$ cat config.mk
export PLATFORM = sky130hd
export DESIGN_NAME = ptpa_top
export DESIGN_NICKNAME = d
export VERILOG_FILES = /design/src/hdl/ptpa_top.v
export VERILOG_INCLUDE_DIRS = /design/src /design/src/hdl
export SDC_FILE = /design/constraint.sdc
export NUM_CORES = 1
export LEC_CHECK = 0
export ABC_CLOCK_PERIOD_IN_PS = 1500
export BUFFER_PORTS_ARGS = -buffer_cell sky130_fd_sc_hd__buf_2
export CAP_MARGIN = 20
export CORE_MARGIN = 3
export CORE_UTILIZATION = 51
export CTS_CLUSTER_SIZE = 16
export DETAILED_ROUTE_END_ITERATION = 10
export PLACE_DENSITY = 0.76
export SYNTH_ARGS = -nofsm -noshare
export SYNTH_HDL_FRONTEND = slang
export SYNTH_SLANG_ARGS = --single-unit
$ cat constraint.sdc
create_clock -name ref_clk -period 1.5 [get_ports ref_clk]
set_input_delay 0 -clock ref_clk [delete_from_list [all_inputs] [get_ports ref_clk]]
set_output_delay 0 -clock ref_clk [all_outputs]
set_load 0.01 [all_outputs]
$ cat src/hdl/ptpa_defs.vh
// Purpose: constants for the periodic tick and pulse accumulator block
// Assumes: 16-bit register address, 8-bit register data
// Notes: definitions only
`ifndef PTPA_DEFS_VH
`define PTPA_DEFS_VH

// register addresses
`define PTPA_ADDR_W 16
`define PTPA_CTRL_ADDR 16'h1026
`define PTPA_MASK_ADDR 16'h1030
`define PTPA_FLAG_ADDR 16'h1031
`define PTPA_COUNT_ADDR 16'h1032

// control register fields
`define PTPA_CTRL_PORTA7_DIR 7
`define PTPA_CTRL_ACC_EN 6
`define PTPA_CTRL_ACC_MODE 5
`define PTPA_CTRL_EDGE_SEL 4
`define PTPA_CTRL_PORTA3_DIR 3
`define PTPA_CTRL_CAP_CMP_SEL 2
`define PTPA_CTRL_RATE_HI 1
`define PTPA_CTRL_RATE_LO 0

// flag and mask register fields, same positions in both
`define PTPA_BIT_TIMER_OVF 7
`define PTPA_BIT_TICK 6
`define PTPA_BIT_ACC_OVF 5
`define PTPA_BIT_EDGE 4
`define PTPA_FLAG_IMPL 8'hF0

// reset values
`define PTPA_CTRL_RESET 8'h00
`define PTPA_MASK_RESET 8'h00
`define PTPA_FLAG_RESET 8'h00

// timing counts in bus clock cycles
`define PTPA_TICK_BASE_BITS 13
`define PTPA_TICK_BASE_DIV 8192
`define PTPA_TICK_EXTRA_BITS 3
`define PTPA_GATE_DIV_BITS 6
`define PTPA_GATE_DIV 64

`endif

$ cat src/hdl/ptpa_top.v
// Purpose: periodic tick generator and 8-bit pulse accumulator with flag/mask registers
// Assumes: one 25 MHz clock ref_clk; pulse input is an asynchronous pin
// Notes: register port is address, write data, strobes, read data one cycle later
//
// What this block does
// - tick base is a free-running divide by 2^13 of the bus clock, prescaler-independent
// - two-bit rate field adds divide by 1, 2, 4 or 8
// - tick divider stops only on reset; period runs from previous timeout
// - every tick timeout sets tick flag; request raised while its enable is set
// - after reset a full tick period passes before the first tick flag
// - writing one to a flag bit clears it, writing zero leaves it
// - tick flag is bit 6 of flag register, cleared by writing bit 6 set
// - each mask bit enables the request of the flag in the same position
// - timer overflow flag sets when the 16-bit main counter wraps to zero
// - accumulator enable bit: 0 disables, 1 enables the pulse accumulator
// - accumulator mode bit: 0 event counting, 1 gated time accumulation
// - event mode counts falling edges when edge select is 0, rising when 1
// - gated mode counts at clock/64 while input active; edge select sets inhibit level
// - pulse count readable and writable any time and untouched by reset
// - count increments never collide with software reads
// - accumulator overflow flag sets on each FF to 00 wrap; cleared by bit 5
// - overflow enable only gates the request, never touches the flag
// - input edge flag sets on each selected edge while the accumulator is enabled; cleared by bit 4
// - input edge enable only gates the request, never touches the flag
// - capture/compare select: 0 enables compare five, 1 enables capture four
// - timer overflow enable raises request while overflow flag set
`timescale 1ns/10ps
`default_nettype none
`include "ptpa_defs.vh"

module ptpa_top (
   input wire ref_clk,
   input wire reset,
   input wire [15:0] reg_addr,
   input wire [7:0] reg_wdata,
   input wire reg_write,
   input wire reg_read,
   output reg [7:0] reg_rdata,
   input wire pulse_input,
   input wire main_counter_wrap,
   output reg [7:4] irq_request,
   output reg irq_any,
   output reg compare5_enable,
   output reg capture4_enable,
   output reg port_a7_dir,
   output reg port_a3_dir,
   output reg periodic_tick
);

   // address match, used by both the write and the read decode
   function addr_hit;
      input [15:0] addr;
      input [15:0] target;
      begin
         addr_hit = (addr == target);
      end
   endfunction

   // register file state
   reg [7:0] tick_and_accumulator_control_reg;
   reg [7:0] timer_mask_second_reg;
   reg [7:0] timer_event_flags_second_reg;
   reg [7:0] timer_event_flags_second_next;
   reg [7:0] pulse_count_value_reg;
   reg [7:0] pulse_count_value_next;
   reg [7:0] rdata_next;

   // decoded writes
   wire wr_ctrl;
   wire wr_mask;
   wire wr_flag;
   wire wr_count;
   assign wr_ctrl = reg_write & addr_hit(reg_addr, `PTPA_CTRL_ADDR);
   assign wr_mask = reg_write & addr_hit(reg_addr, `PTPA_MASK_ADDR);
   assign wr_flag = reg_write & addr_hit(reg_addr, `PTPA_FLAG_ADDR);
   assign wr_count = reg_write & addr_hit(reg_addr, `PTPA_COUNT_ADDR);

   // control fields
   wire acc_enable;
   wire acc_mode;
   wire edge_select;
   wire [1:0] tick_rate_field;
   assign acc_enable = tick_and_accumulator_control_reg[`PTPA_CTRL_ACC_EN];
   assign acc_mode = tick_and_accumulator_control_reg[`PTPA_CTRL_ACC_MODE];
   assign edge_select = tick_and_accumulator_control_reg[`PTPA_CTRL_EDGE_SEL];
   assign tick_rate_field = tick_and_accumulator_control_reg[`PTPA_CTRL_RATE_HI:`PTPA_CTRL_RATE_LO];

   // control register, all eight bits stored
   always @(posedge ref_clk or posedge reset) begin
      if (reset) begin
         tick_and_accumulator_control_reg <= `PTPA_CTRL_RESET;
      end else if (wr_ctrl) begin
         tick_and_accumulator_control_reg <= reg_wdata;
      end
   end

   // mask register, only the four upper enables exist
   always @(posedge ref_clk or posedge reset) begin
      if (reset) begin
         timer_mask_second_reg <= `PTPA_MASK_RESET;
      end else if (wr_mask) begin
         timer_mask_second_reg <= reg_wdata & `PTPA_FLAG_IMPL;
      end
   end

   // tick divider chain
   reg [`PTPA_TICK_BASE_BITS-1:0] tick_base_reg;
   reg [`PTPA_TICK_EXTRA_BITS-1:0] tick_extra_reg;
   wire tick_base_done;
   reg tick_rate_done;
   wire tick_timeout;

   assign tick_base_done = &tick_base_reg;

   // free running, no enable and no clear besides reset
   always @(posedge ref_clk or posedge reset) begin
      if (reset) begin
         tick_base_reg <= {`PTPA_TICK_BASE_BITS{1'b0}};
         tick_extra_reg <= {`PTPA_TICK_EXTRA_BITS{1'b0}};
      end else begin
         tick_base_reg <= tick_base_reg + 1'b1;
         if (tick_base_done) begin
            tick_extra_reg <= tick_extra_reg + 1'b1;
         end
      end
   end

   // extra division selected by the rate field
   always @* begin
      case (tick_rate_field)
         2'b00: tick_rate_done = 1'b1;
         2'b01: tick_rate_done = tick_extra_reg[0];
         2'b10: tick_rate_done = &tick_extra_reg[1:0];
         2'b11: tick_rate_done = &tick_extra_reg[2:0];
         default: tick_rate_done = 1'b1;
      endcase
   end

   // both counters start at zero, so the first timeout ends a full period
   assign tick_timeout = tick_base_done & tick_rate_done;

   always @(posedge ref_clk or posedge reset) begin
      if (reset) begin
         periodic_tick <= 1'b0;
      end else begin
         periodic_tick <= tick_timeout;
      end
   end

   // gated mode time base, free running like the tick divider
   reg [`PTPA_GATE_DIV_BITS-1:0] gate_div_reg;
   wire gate_div_done;
   assign gate_div_done = &gate_div_reg;

   always @(posedge ref_clk or posedge reset) begin
      if (reset) begin
         gate_div_reg <= {`PTPA_GATE_DIV_BITS{1'b0}};
      end else begin
         gate_div_reg <= gate_div_reg + 1'b1;
      end
   end

   // pulse pin synchroniser and agreement filter
   reg pin_sync1_reg;
   reg pin_sync2_reg;
   reg pin_sync3_reg;
   reg pin_level_reg;
   reg pin_level_next;
   wire pin_rise;
   wire pin_fall;

   always @(posedge ref_clk or posedge reset) begin
      if (reset) begin
         pin_sync1_reg <= 1'b0;
         pin_sync2_reg <= 1'b0;
         pin_sync3_reg <= 1'b0;
      end else begin
         pin_sync1_reg <= pulse_input;
         pin_sync2_reg <= pin_sync1_reg;
         pin_sync3_reg <= pin_sync2_reg;
      end
   end

   // a level counts only once the last two stages agree
   always @* begin
      pin_level_next = pin_level_reg;
      if (pin_sync2_reg == pin_sync3_reg) begin
         pin_level_next = pin_sync3_reg;
      end
   end

   // edges masked until the chain holds fresh samples, so a pin high at reset gives no false rise
   reg [1:0] pin_fill_reg;
   reg pin_primed_reg;
   always @(posedge ref_clk or posedge reset) begin
      if (reset) begin
         pin_level_reg <= 1'b0;
         pin_fill_reg <= 2'b00;
         pin_primed_reg <= 1'b0;
      end else begin
         pin_level_reg <= pin_level_next;
         if (pin_fill_reg != 2'b11) begin
            pin_fill_reg <= pin_fill_reg + 2'b01;
         end
         pin_primed_reg <= (pin_fill_reg == 2'b11);
      end
   end

   // the filter delays edges but cannot merge two if the source keeps to half rate
   assign pin_rise = pin_primed_reg & pin_level_next & ~pin_level_reg;
   assign pin_fall = pin_primed_reg & ~pin_level_next & pin_level_reg;

   // selected edge: falling for select 0, rising for select 1
   wire selected_edge;
   assign selected_edge = edge_select ? pin_rise : pin_fall;

   // gate is active when the input is not at its inhibiting level
   wire gate_active;
   assign gate_active = edge_select ? ~pin_level_reg : pin_level_reg;

   // increment request from either mode
   reg count_step;
   always @* begin
      count_step = 1'b0;
      if (acc_enable) begin
         if (acc_mode) begin
            count_step = gate_active & gate_div_done;
         end else begin
            count_step = selected_edge;
         end
      end
   end

   wire count_wrap;
   assign count_wrap = count_step & ~wr_count & (&pulse_count_value_reg);

   // software write wins over an increment in the same cycle
   always @* begin
      pulse_count_value_next = pulse_count_value_reg;
      if (wr_count) begin
         pulse_count_value_next = reg_wdata;
      end else if (count_step) begin
         pulse_count_value_next = pulse_count_value_reg + 8'h01;
      end
   end

   // deliberately outside the reset so the count survives it
   always @(posedge ref_clk) begin
      pulse_count_value_reg <= pulse_count_value_next;
   end

   // edge flag source; in gated mode the same edge closes an active interval
   wire edge_event;
   assign edge_event = acc_enable & selected_edge;

   // flag register: set beats clear in the same cycle
   reg [7:0] flag_set;
   reg [7:0] flag_clear;
   always @* begin
      flag_set = 8'h00;
      flag_set[`PTPA_BIT_TIMER_OVF] = main_counter_wrap;
      flag_set[`PTPA_BIT_TICK] = tick_timeout;
      flag_set[`PTPA_BIT_ACC_OVF] = count_wrap;
      flag_set[`PTPA_BIT_EDGE] = edge_event;
      flag_clear = 8'h00;
      if (wr_flag) begin
         flag_clear = reg_wdata & `PTPA_FLAG_IMPL;
      end
      timer_event_flags_second_next =
         ((timer_event_flags_second_reg & ~flag_clear) | flag_set) & `PTPA_FLAG_IMPL;
   end

   always @(posedge ref_clk or posedge reset) begin
      if (reset) begin
         timer_event_flags_second_reg <= `PTPA_FLAG_RESET;
      end else begin
         timer_event_flags_second_reg <= timer_event_flags_second_next;
      end
   end

   // requests use the enables only as a gate; flags never see them
   wire [7:4] request_next;
   genvar gi;
   generate
      for (gi = 4; gi < 8; gi = gi + 1) begin : g_req
         assign request_next[gi] = timer_event_flags_second_reg[gi] & timer_mask_second_reg[gi];
      end
   endgenerate

   always @(posedge ref_clk or posedge reset) begin
      if (reset) begin
         irq_request <= 4'h0;
         irq_any <= 1'b0;
      end else begin
         irq_request <= request_next;
         irq_any <= |request_next;
      end
   end

   // capture/compare select and port A direction bits leave as plain levels
   always @(posedge ref_clk or posedge reset) begin
      if (reset) begin
         compare5_enable <= 1'b1;
         capture4_enable <= 1'b0;
         port_a7_dir <= 1'b0;
         port_a3_dir <= 1'b0;
      end else begin
         compare5_enable <= ~tick_and_accumulator_control_reg[`PTPA_CTRL_CAP_CMP_SEL];
         capture4_enable <= tick_and_accumulator_control_reg[`PTPA_CTRL_CAP_CMP_SEL];
         port_a7_dir <= tick_and_accumulator_control_reg[`PTPA_CTRL_PORTA7_DIR];
         port_a3_dir <= tick_and_accumulator_control_reg[`PTPA_CTRL_PORTA3_DIR];
      end
   end

   // read mux samples registered values, so an increment in the same cycle cannot tear a read
   always @* begin
      rdata_next = 8'h00;
      if (reg_read) begin
         if (addr_hit(reg_addr, `PTPA_CTRL_ADDR)) begin
            rdata_next = tick_and_accumulator_control_reg;
         end else if (addr_hit(reg_addr, `PTPA_MASK_ADDR)) begin
            rdata_next = timer_mask_second_reg;
         end else if (addr_hit(reg_addr, `PTPA_FLAG_ADDR)) begin
            rdata_next = timer_event_flags_second_reg & `PTPA_FLAG_IMPL;
         end else if (addr_hit(reg_addr, `PTPA_COUNT_ADDR)) begin
            rdata_next = pulse_count_value_reg;
         end
      end
   end

   // read data stand for one cycle only, zero otherwise
   always @(posedge ref_clk or posedge reset) begin
      if (reset) begin
         reg_rdata <= 8'h00;
      end else begin
         reg_rdata <= rdata_next;
      end
   end

endmodule // ptpa_top

`default_nettype wire

==> results of run 1 <==
-- Yosys cell counts, drive strengths merged --
library cell | n | share of area
dfrtp | 62 | 0.49
mux2 | 22 | 0.087
xnor2 | 16 | 0.045
nand3 | 12 | 0.023
nand2 | 11 | 0.013
nor2 | 10 | 0.012
inv | 9 | 0.011
edfxtp | 8 | 0.076
nand4 | 8 | 0.016
xor2 | 8 | 0.022
ha | 6 | 0.024
mux2i | 6 | 0.019
a21oi | 5 | 0.0080
and2 | 5 | 0.0099
and3 | 5 | 0.012
a22oi | 4 | 0.0095
o22ai | 4 | 0.0080
and4 | 3 | 0.0091
buf | 3 | 0.0091
nor2b | 3 | 0.0060
nor4b | 3 | 0.018
o211a | 3 | 0.0095
a21o | 2 | 0.0048
nor3b | 2 | 0.0048
nor4 | 2 | 0.011
a31o | 1 | 0.0028
and2b | 1 | 0.0024
and4b | 1 | 0.0032
clkbuf | 1 | 0.0012
dfstp | 1 | 0.0084
maj3 | 1 | 0.0032
nand2b | 1 | 0.0020
nor4bb | 1 | 0.0032
o211ai | 1 | 0.0024
o21ai | 1 | 0.0016
o31ai | 1 | 0.0024
o32a | 1 | 0.0032
or3 | 1 | 0.0020
or4 | 1 | 0.0024
-- stage by stage --
stage	area, um^2	worst slack [ps]	setup TNS (ps)	hold WS, ps
2_1_floorplan	3153	12.20	0	31.43
3_3_place_gp	3699	-52.21	-607.2	21.62
3_5_place_dp	3699	-101.0	-1471	27.97
4_1_cts	4034	0.3799	0	100.4
5_1_grt	4051	-93.95	-896.3	115.9
6_report	4051	0.8233	0	109.4
-- cell type report --
class                   count  area (um^2)
clock buffers              14        193.9
clock inverters             2        10.01
fillers                   425         1692
inverters                   9        37.54
multi-input cells         152         1294
flip-flops and latches     71         1818
well taps                  72        90.09
repair buffers             91        608.1
-- layer usage --
metal  part of all wire  global-route usage
met4             0.0097             0.03885
met1               0.42              0.2335
met5                  0                   0
met2               0.51              0.3267
met3              0.060             0.06477
-- final timing paths --
kind | end | slack [ps] | start
hold reg to reg | pin_sync2_reg | 350 | pin_sync1_reg
setup reg to reg | pulse_count_value_reg[0] | 0.8 | tick_and_accumulator_control_reg[4]
hold / removal | tick_and_accumulator_control_reg[2] | 110 | reg_write
setup / recovery | pulse_count_value_reg[0] | 0.8 | tick_and_accumulator_control_reg[4]
max in group asynchronous | compare5_enable | 720 | reset
min in group asynchronous | tick_base_reg[2] | 200 | reset
-- kinds of logic (layout without fill, tap and decap cells) --
kind of cell | after synthesis | in the layout | share of synthesized area
xor+xnor | 24 | 24 | 0.06680
simple gates | 70 | 70 | 0.1491
compound gates | 23 | 23 | 0.05209
buf+inv | 13 | 116 | 0.02107
fa+ha+maj | 7 | 7 | 0.02704
flops | 71 | 71 | 0.5777
mux | 28 | 28 | 0.1062
-- power by group through the flow --
stage	Clock [mW]	Combinational [mW]	Sequential (mW)
floorplan	0	0.0692	1.99
global placement	0	0.161	1.99
finish	1.52	0.187	1.95
global route	1.65	0.207	1.95
CTS	1.55	0.191	1.95
detailed placement	0	0.165	1.99
-- critical path, delay by kind of cell, from the launching register on --
family / cells / cell delay, ps
AOI/OAI and AO/OA: 2 / 370
DFF: 1 / 410
and+or+nand+nor: 2 / 430
-- placed cells by master, fill, tap and decap left out, drive strengths merged, types with 3 or more instances in the layout --
master / instances
nor2b: 3
and2: 5
nand3: 12
ha: 6
mux2i: 6
edfxtp: 8
nor2: 10
o211a: 3
and4: 3
a22oi: 4
nand4: 8
clkbuf: 14
inv: 8
o22ai: 4
and3: 5
dfrtp: 62
mux2: 22
nor4b: 3
xor2: 8
buf: 79
nand2: 11
xnor2: 16
dlygate4sd3: 12
a21oi: 5
-- repair_timing --
action                                  CTS  global route
hold endpoints to repair                 72             0
buffers inserted                          0             0
pin swaps                                 1             0
resized for setup                         2             5
hold buffers                             12             0
endpoints found under the setup margin    8            12
==> metrics.txt, run 1 <==
status finished clean; Final Max Slew Viols 0; global-route wire length before repair 10770 um; min Tclk post-route 1499 ps; Hold Vio Cnt, Final 0; total gr overflow 0; Comb power frac 0.051; Starting Density 0.5479; WL/cell 15.32 um; cell area power density 903.9 nW/um^2; Switch Pwr 0.7916 mW; clock share of power 0.415; Die ar. 7149 um^2; die height 84.55 um; number of diodes 0; final core utilization 0.7054; P&R area growth vs syn 28.75%; Clock Tree Buf Depth 2; f_max 0.6670 GHz; crit-path cells nor4b_2 > o211ai_1 > o32a_1 > nand2b_4; Setup violations, final 0; MaxCap Viol Count 0; slew of the pin with the lowest slew margin 424.0 ps; # H-tree levels 3; peak supply drop 1007 uV; first-pass iteration count of the detailed router 4; hpwl dp 4577 um; # clock sinks 71; clock-pin slew on the worst setup and hold paths 70 ps; row count 27; fin nets 370; Total GRT Usage 0.1899; WL final 6297 um; CTS tree built; final cell count without fillers 411; routed via count 2182; Internal 2.870 mW; drt drc 0; synth warn 0; Post-Syn Area 3147 um^2; final antenna-violating net count 0; Yosys cell types 47; TritonCTS Buffers 9; Static Leak 1.976 nW; Port Buffers 47; clk_lat worst skew 340 ps; Sw Share 0.2162; post-synthesis sequential area ratio 0.5777; Startpoint Class register; fraction of layout cells with a size suffix above 1 0.3923; Placer Congestion 0.7277; CP max-delay cell dfrtp_1; hold depth 3; Flop pwr share 0.533; period utilisation layout 0.9995; Seq cells post-synth 71; pin count of the biggest net entering global routing 34; placed insts 383; Post-Synthesis Cells 236; data required time of the worst path 1550 ps; min-delay worst type in2reg; Vias per Instance 5.309; Avg Inst Size Synth 13.33 um^2; Slew headroom 0.7167; final setup skew 8.770 ps; Clock Tree Root clkbuf_8; core area 5743 um^2; # IOs 48; vias in the first global route 2298; Syn Nets 272; RSZ-0062 raised after global routing true; crit end category register; max reg flops 13; CP Class reg2reg; Die X 84.55 um; antenna violations before repair 0; Total Power 3.662 mW; FF-to-FF path depth 4; initial DRC count 113; max incr delay on CP 410 ps; crit-path max FO 8; WP data arrival 1550 ps
(Power assumes the default switching activity.)
==> run 2: changes to the inputs <==
--- a/config.mk
+++ b/config.mk
@@ -10,10 +10,10 @@
 export BUFFER_PORTS_ARGS = -buffer_cell sky130_fd_sc_hd__buf_2
 export CAP_MARGIN = 20
 export CORE_MARGIN = 3
-export CORE_UTILIZATION = 51
-export CTS_CLUSTER_SIZE = 16
+export CORE_UTILIZATION = 53
+export CTS_BUF_LIST = sky130_fd_sc_hd__clkbuf_8
 export DETAILED_ROUTE_END_ITERATION = 10
-export PLACE_DENSITY = 0.76
+export PLACE_DENSITY = 0.78
 export SYNTH_ARGS = -nofsm -noshare
 export SYNTH_HDL_FRONTEND = slang
 export SYNTH_SLANG_ARGS = --single-unit
==> run 2 against run 1 <==
Sequential power barely moved. Fmax rose by 0.71%. First-iteration DRC count fell by 31%. Total power fell by 0.34%. Critical endpoint is now pulse_count_value_reg[4]. Highest routed layer unchanged.
==> metrics.txt, run 2 (synthesis results as in run 1) <==
status finished clean; Total Power 3.649 mW (-0.34%); final antenna-violating net count 0 (unchanged); Vias per Instance 5.417 (+2.0%); cell area power density 895.5 nW/um^2 (-0.93%); WL/cell 16.14 um (+5.4%); TritonCTS Buffers 9 (unchanged); WL final 6651 um (+5.6%); core area 5642 um^2 (-1.8%); Setup violations, final 0 (unchanged); Startpoint Class register; # H-tree levels 3 (unchanged); Static Leak 1.978 nW (+0.13%); crit end category register; period utilisation layout 0.9924 (-0.007015); Die ar. 6898 um^2 (-3.5%); area of the multi-input gates 1301 um^2 (+0.58%); Starting Density 0.5578 (+0.009843); Slew headroom 0.6586 (-0.05812); hpwl dp 4893 um (+6.9%); Place WS -119.7 ps (-18.67 ps); first-pass iteration count of the detailed router 4 (unchanged); Die X 83.06 um (-1.8%); # IOs 48 (unchanged); Final Max Slew Viols 0 (unchanged); crit-path max FO 2 (-6); clock-pin slew on the worst setup and hold paths 70 ps (about the same); Total GRT Usage 0.2005 (+0.01053); final core utilization 0.7223 (+0.01689); smallest hold slack 133.7 ps (+24.29 ps); Design Area, Final 4075 um^2 (+0.59%); clk_lat worst skew 340 ps (about the same); register area 1818 um^2 (unchanged); final cell count without fillers 412 (+0.24%); RSZ-0062 raised after global routing true; drt drc 0 (unchanged); Post-CTS Setup Bufs 0 (unchanged); antenna violations before repair 0 (unchanged); min Tclk post-route 1489 ps (-10.52 ps); placed insts 385 (+0.52%); peak supply drop 625.7 uV (-38%); Clock Tree Root clkbuf_8; global-route wire length before repair 11030 um (+2.4%); Hold Path End tick_and_accumulator_control_reg[1]; initial DRC count 78 (-31%); slew of the pin with the lowest slew margin 511.0 ps (+86.99 ps); Placed Area 3714 um^2 (+0.41%); routed via count 2232 (+2.3%); setup TNS 0 ps (unchanged); final setup skew 9.522 ps (+0.7522 ps); Hold Vio Cnt, Final 0 (unchanged); fin nets 372 (+0.54%); commonest non-fill, non-tap cell in the layout dfrtp_1; min-delay worst type in2reg; hold depth 3 (unchanged); Critical R2R Capture pulse_count_value_reg[4]; WP data arrival 1580 ps (+30 ps); FF-to-FF path depth 5 (+1); pin count of the biggest net entering global routing 34 (unchanged); FF-to-FF setup slack 10 ps (about the same); Fillers 384 (-9.6%); final worst slack 11.35 ps (+10.52 ps); CP Class reg2reg; # clock sinks 71 (unchanged); max reg flops 13 (unchanged); Placer Congestion 0.8097 (+11%); MaxCap Viol Count 0 (unchanged); P&R area growth vs syn 29.50%; reg2reg start pulse_count_value_reg[1]; fraction of layout cells with a size suffix above 1 0.4000 (+0.007670); f_max 0.6717 GHz (+0.71%); total gr overflow 0 (unchanged); row count 27 (unchanged); Clock Tree Buf Depth 2 (unchanged); Port Buffers 47 (unchanged); hold wc startpoint reg_write; data required time of the worst path 1590 ps (+40 ps); number of diodes 0 (unchanged); vias in the first global route 2404 (+4.6%); die height 83.06 um (-1.8%); CTS tree built; commonest non-fill, non-tap cells in the layout dfrtp_1, buf_2, buf_4
## run 2: changes by cell type in the layout (fill, tap and decap cells not counted), sizes merged
cell,change
buf,+2
clkinv,-1
clkbuf,-3
bufinv,+1
clkinvlp,+1
inv,+1
## run 2: worst max-delay path by stage
stage | start | end | depth (start not counted)
6_report | pulse_count_value_reg[1] | pulse_count_value_reg[4] | 5
5_1_grt | tick_and_accumulator_control_reg[4] | pulse_count_value_reg[3] | 4
4_1_cts | pulse_count_value_reg[0] | pulse_count_value_reg[6] | 5
3_5_place_dp | reg_addr[3] | pulse_count_value_reg[5] | 5
3_3_place_gp | reg_addr[3] | pulse_count_value_reg[2] | 5
2_1_floorplan | reg_addr[11] | pulse_count_value_reg[1] | 5
## run 2: repair_timing
item,CTS,global route
pin swaps,0,4
endpoints found under the hold margin,42,0
gates cloned,0,0
resized for setup,3,8
hold buffers,12,0
setup endpoints to repair,9,16
## run 2: layout make-up
type,count,area share
Multi-Input combinational cell,152,0.3193
Tap cell,72,0.02211
Clock buffer,11,0.03715
Clock inverter,4,0.01136
Sequential cell,71,0.4461
Inverter,9,0.009211
Timing Repair Buffer,93,0.1547
## run 2: metal layers
| layer | vias up | global-route usage | wire (um) |
|---|---|---|---|
| met3 | 12 | 0.04861 | 303 |
| met2 | 74 | 0.3513 | 3556 |
| met1 | 1095 | 0.2338 | 2678 |
| met5 | - | 0 | 0 |
| met4 | 0 | 0.08470 | 114 |
| li1 | 1051 | - | - |
## run 2: worst max-delay path, stage by stage, from the launching register on
cell,delay (ps)
edfxtp_1,400
ha_2,210
nand3_2,100
buf_4,160
xnor2_1,110
mux2_4,270
## run 2: where the power goes
part           internal (mW)  switching [mW]
clock network          0.841           0.662
registers               1.95         0.00578
logic                 0.0939          0.0999
total                   2.88           0.768
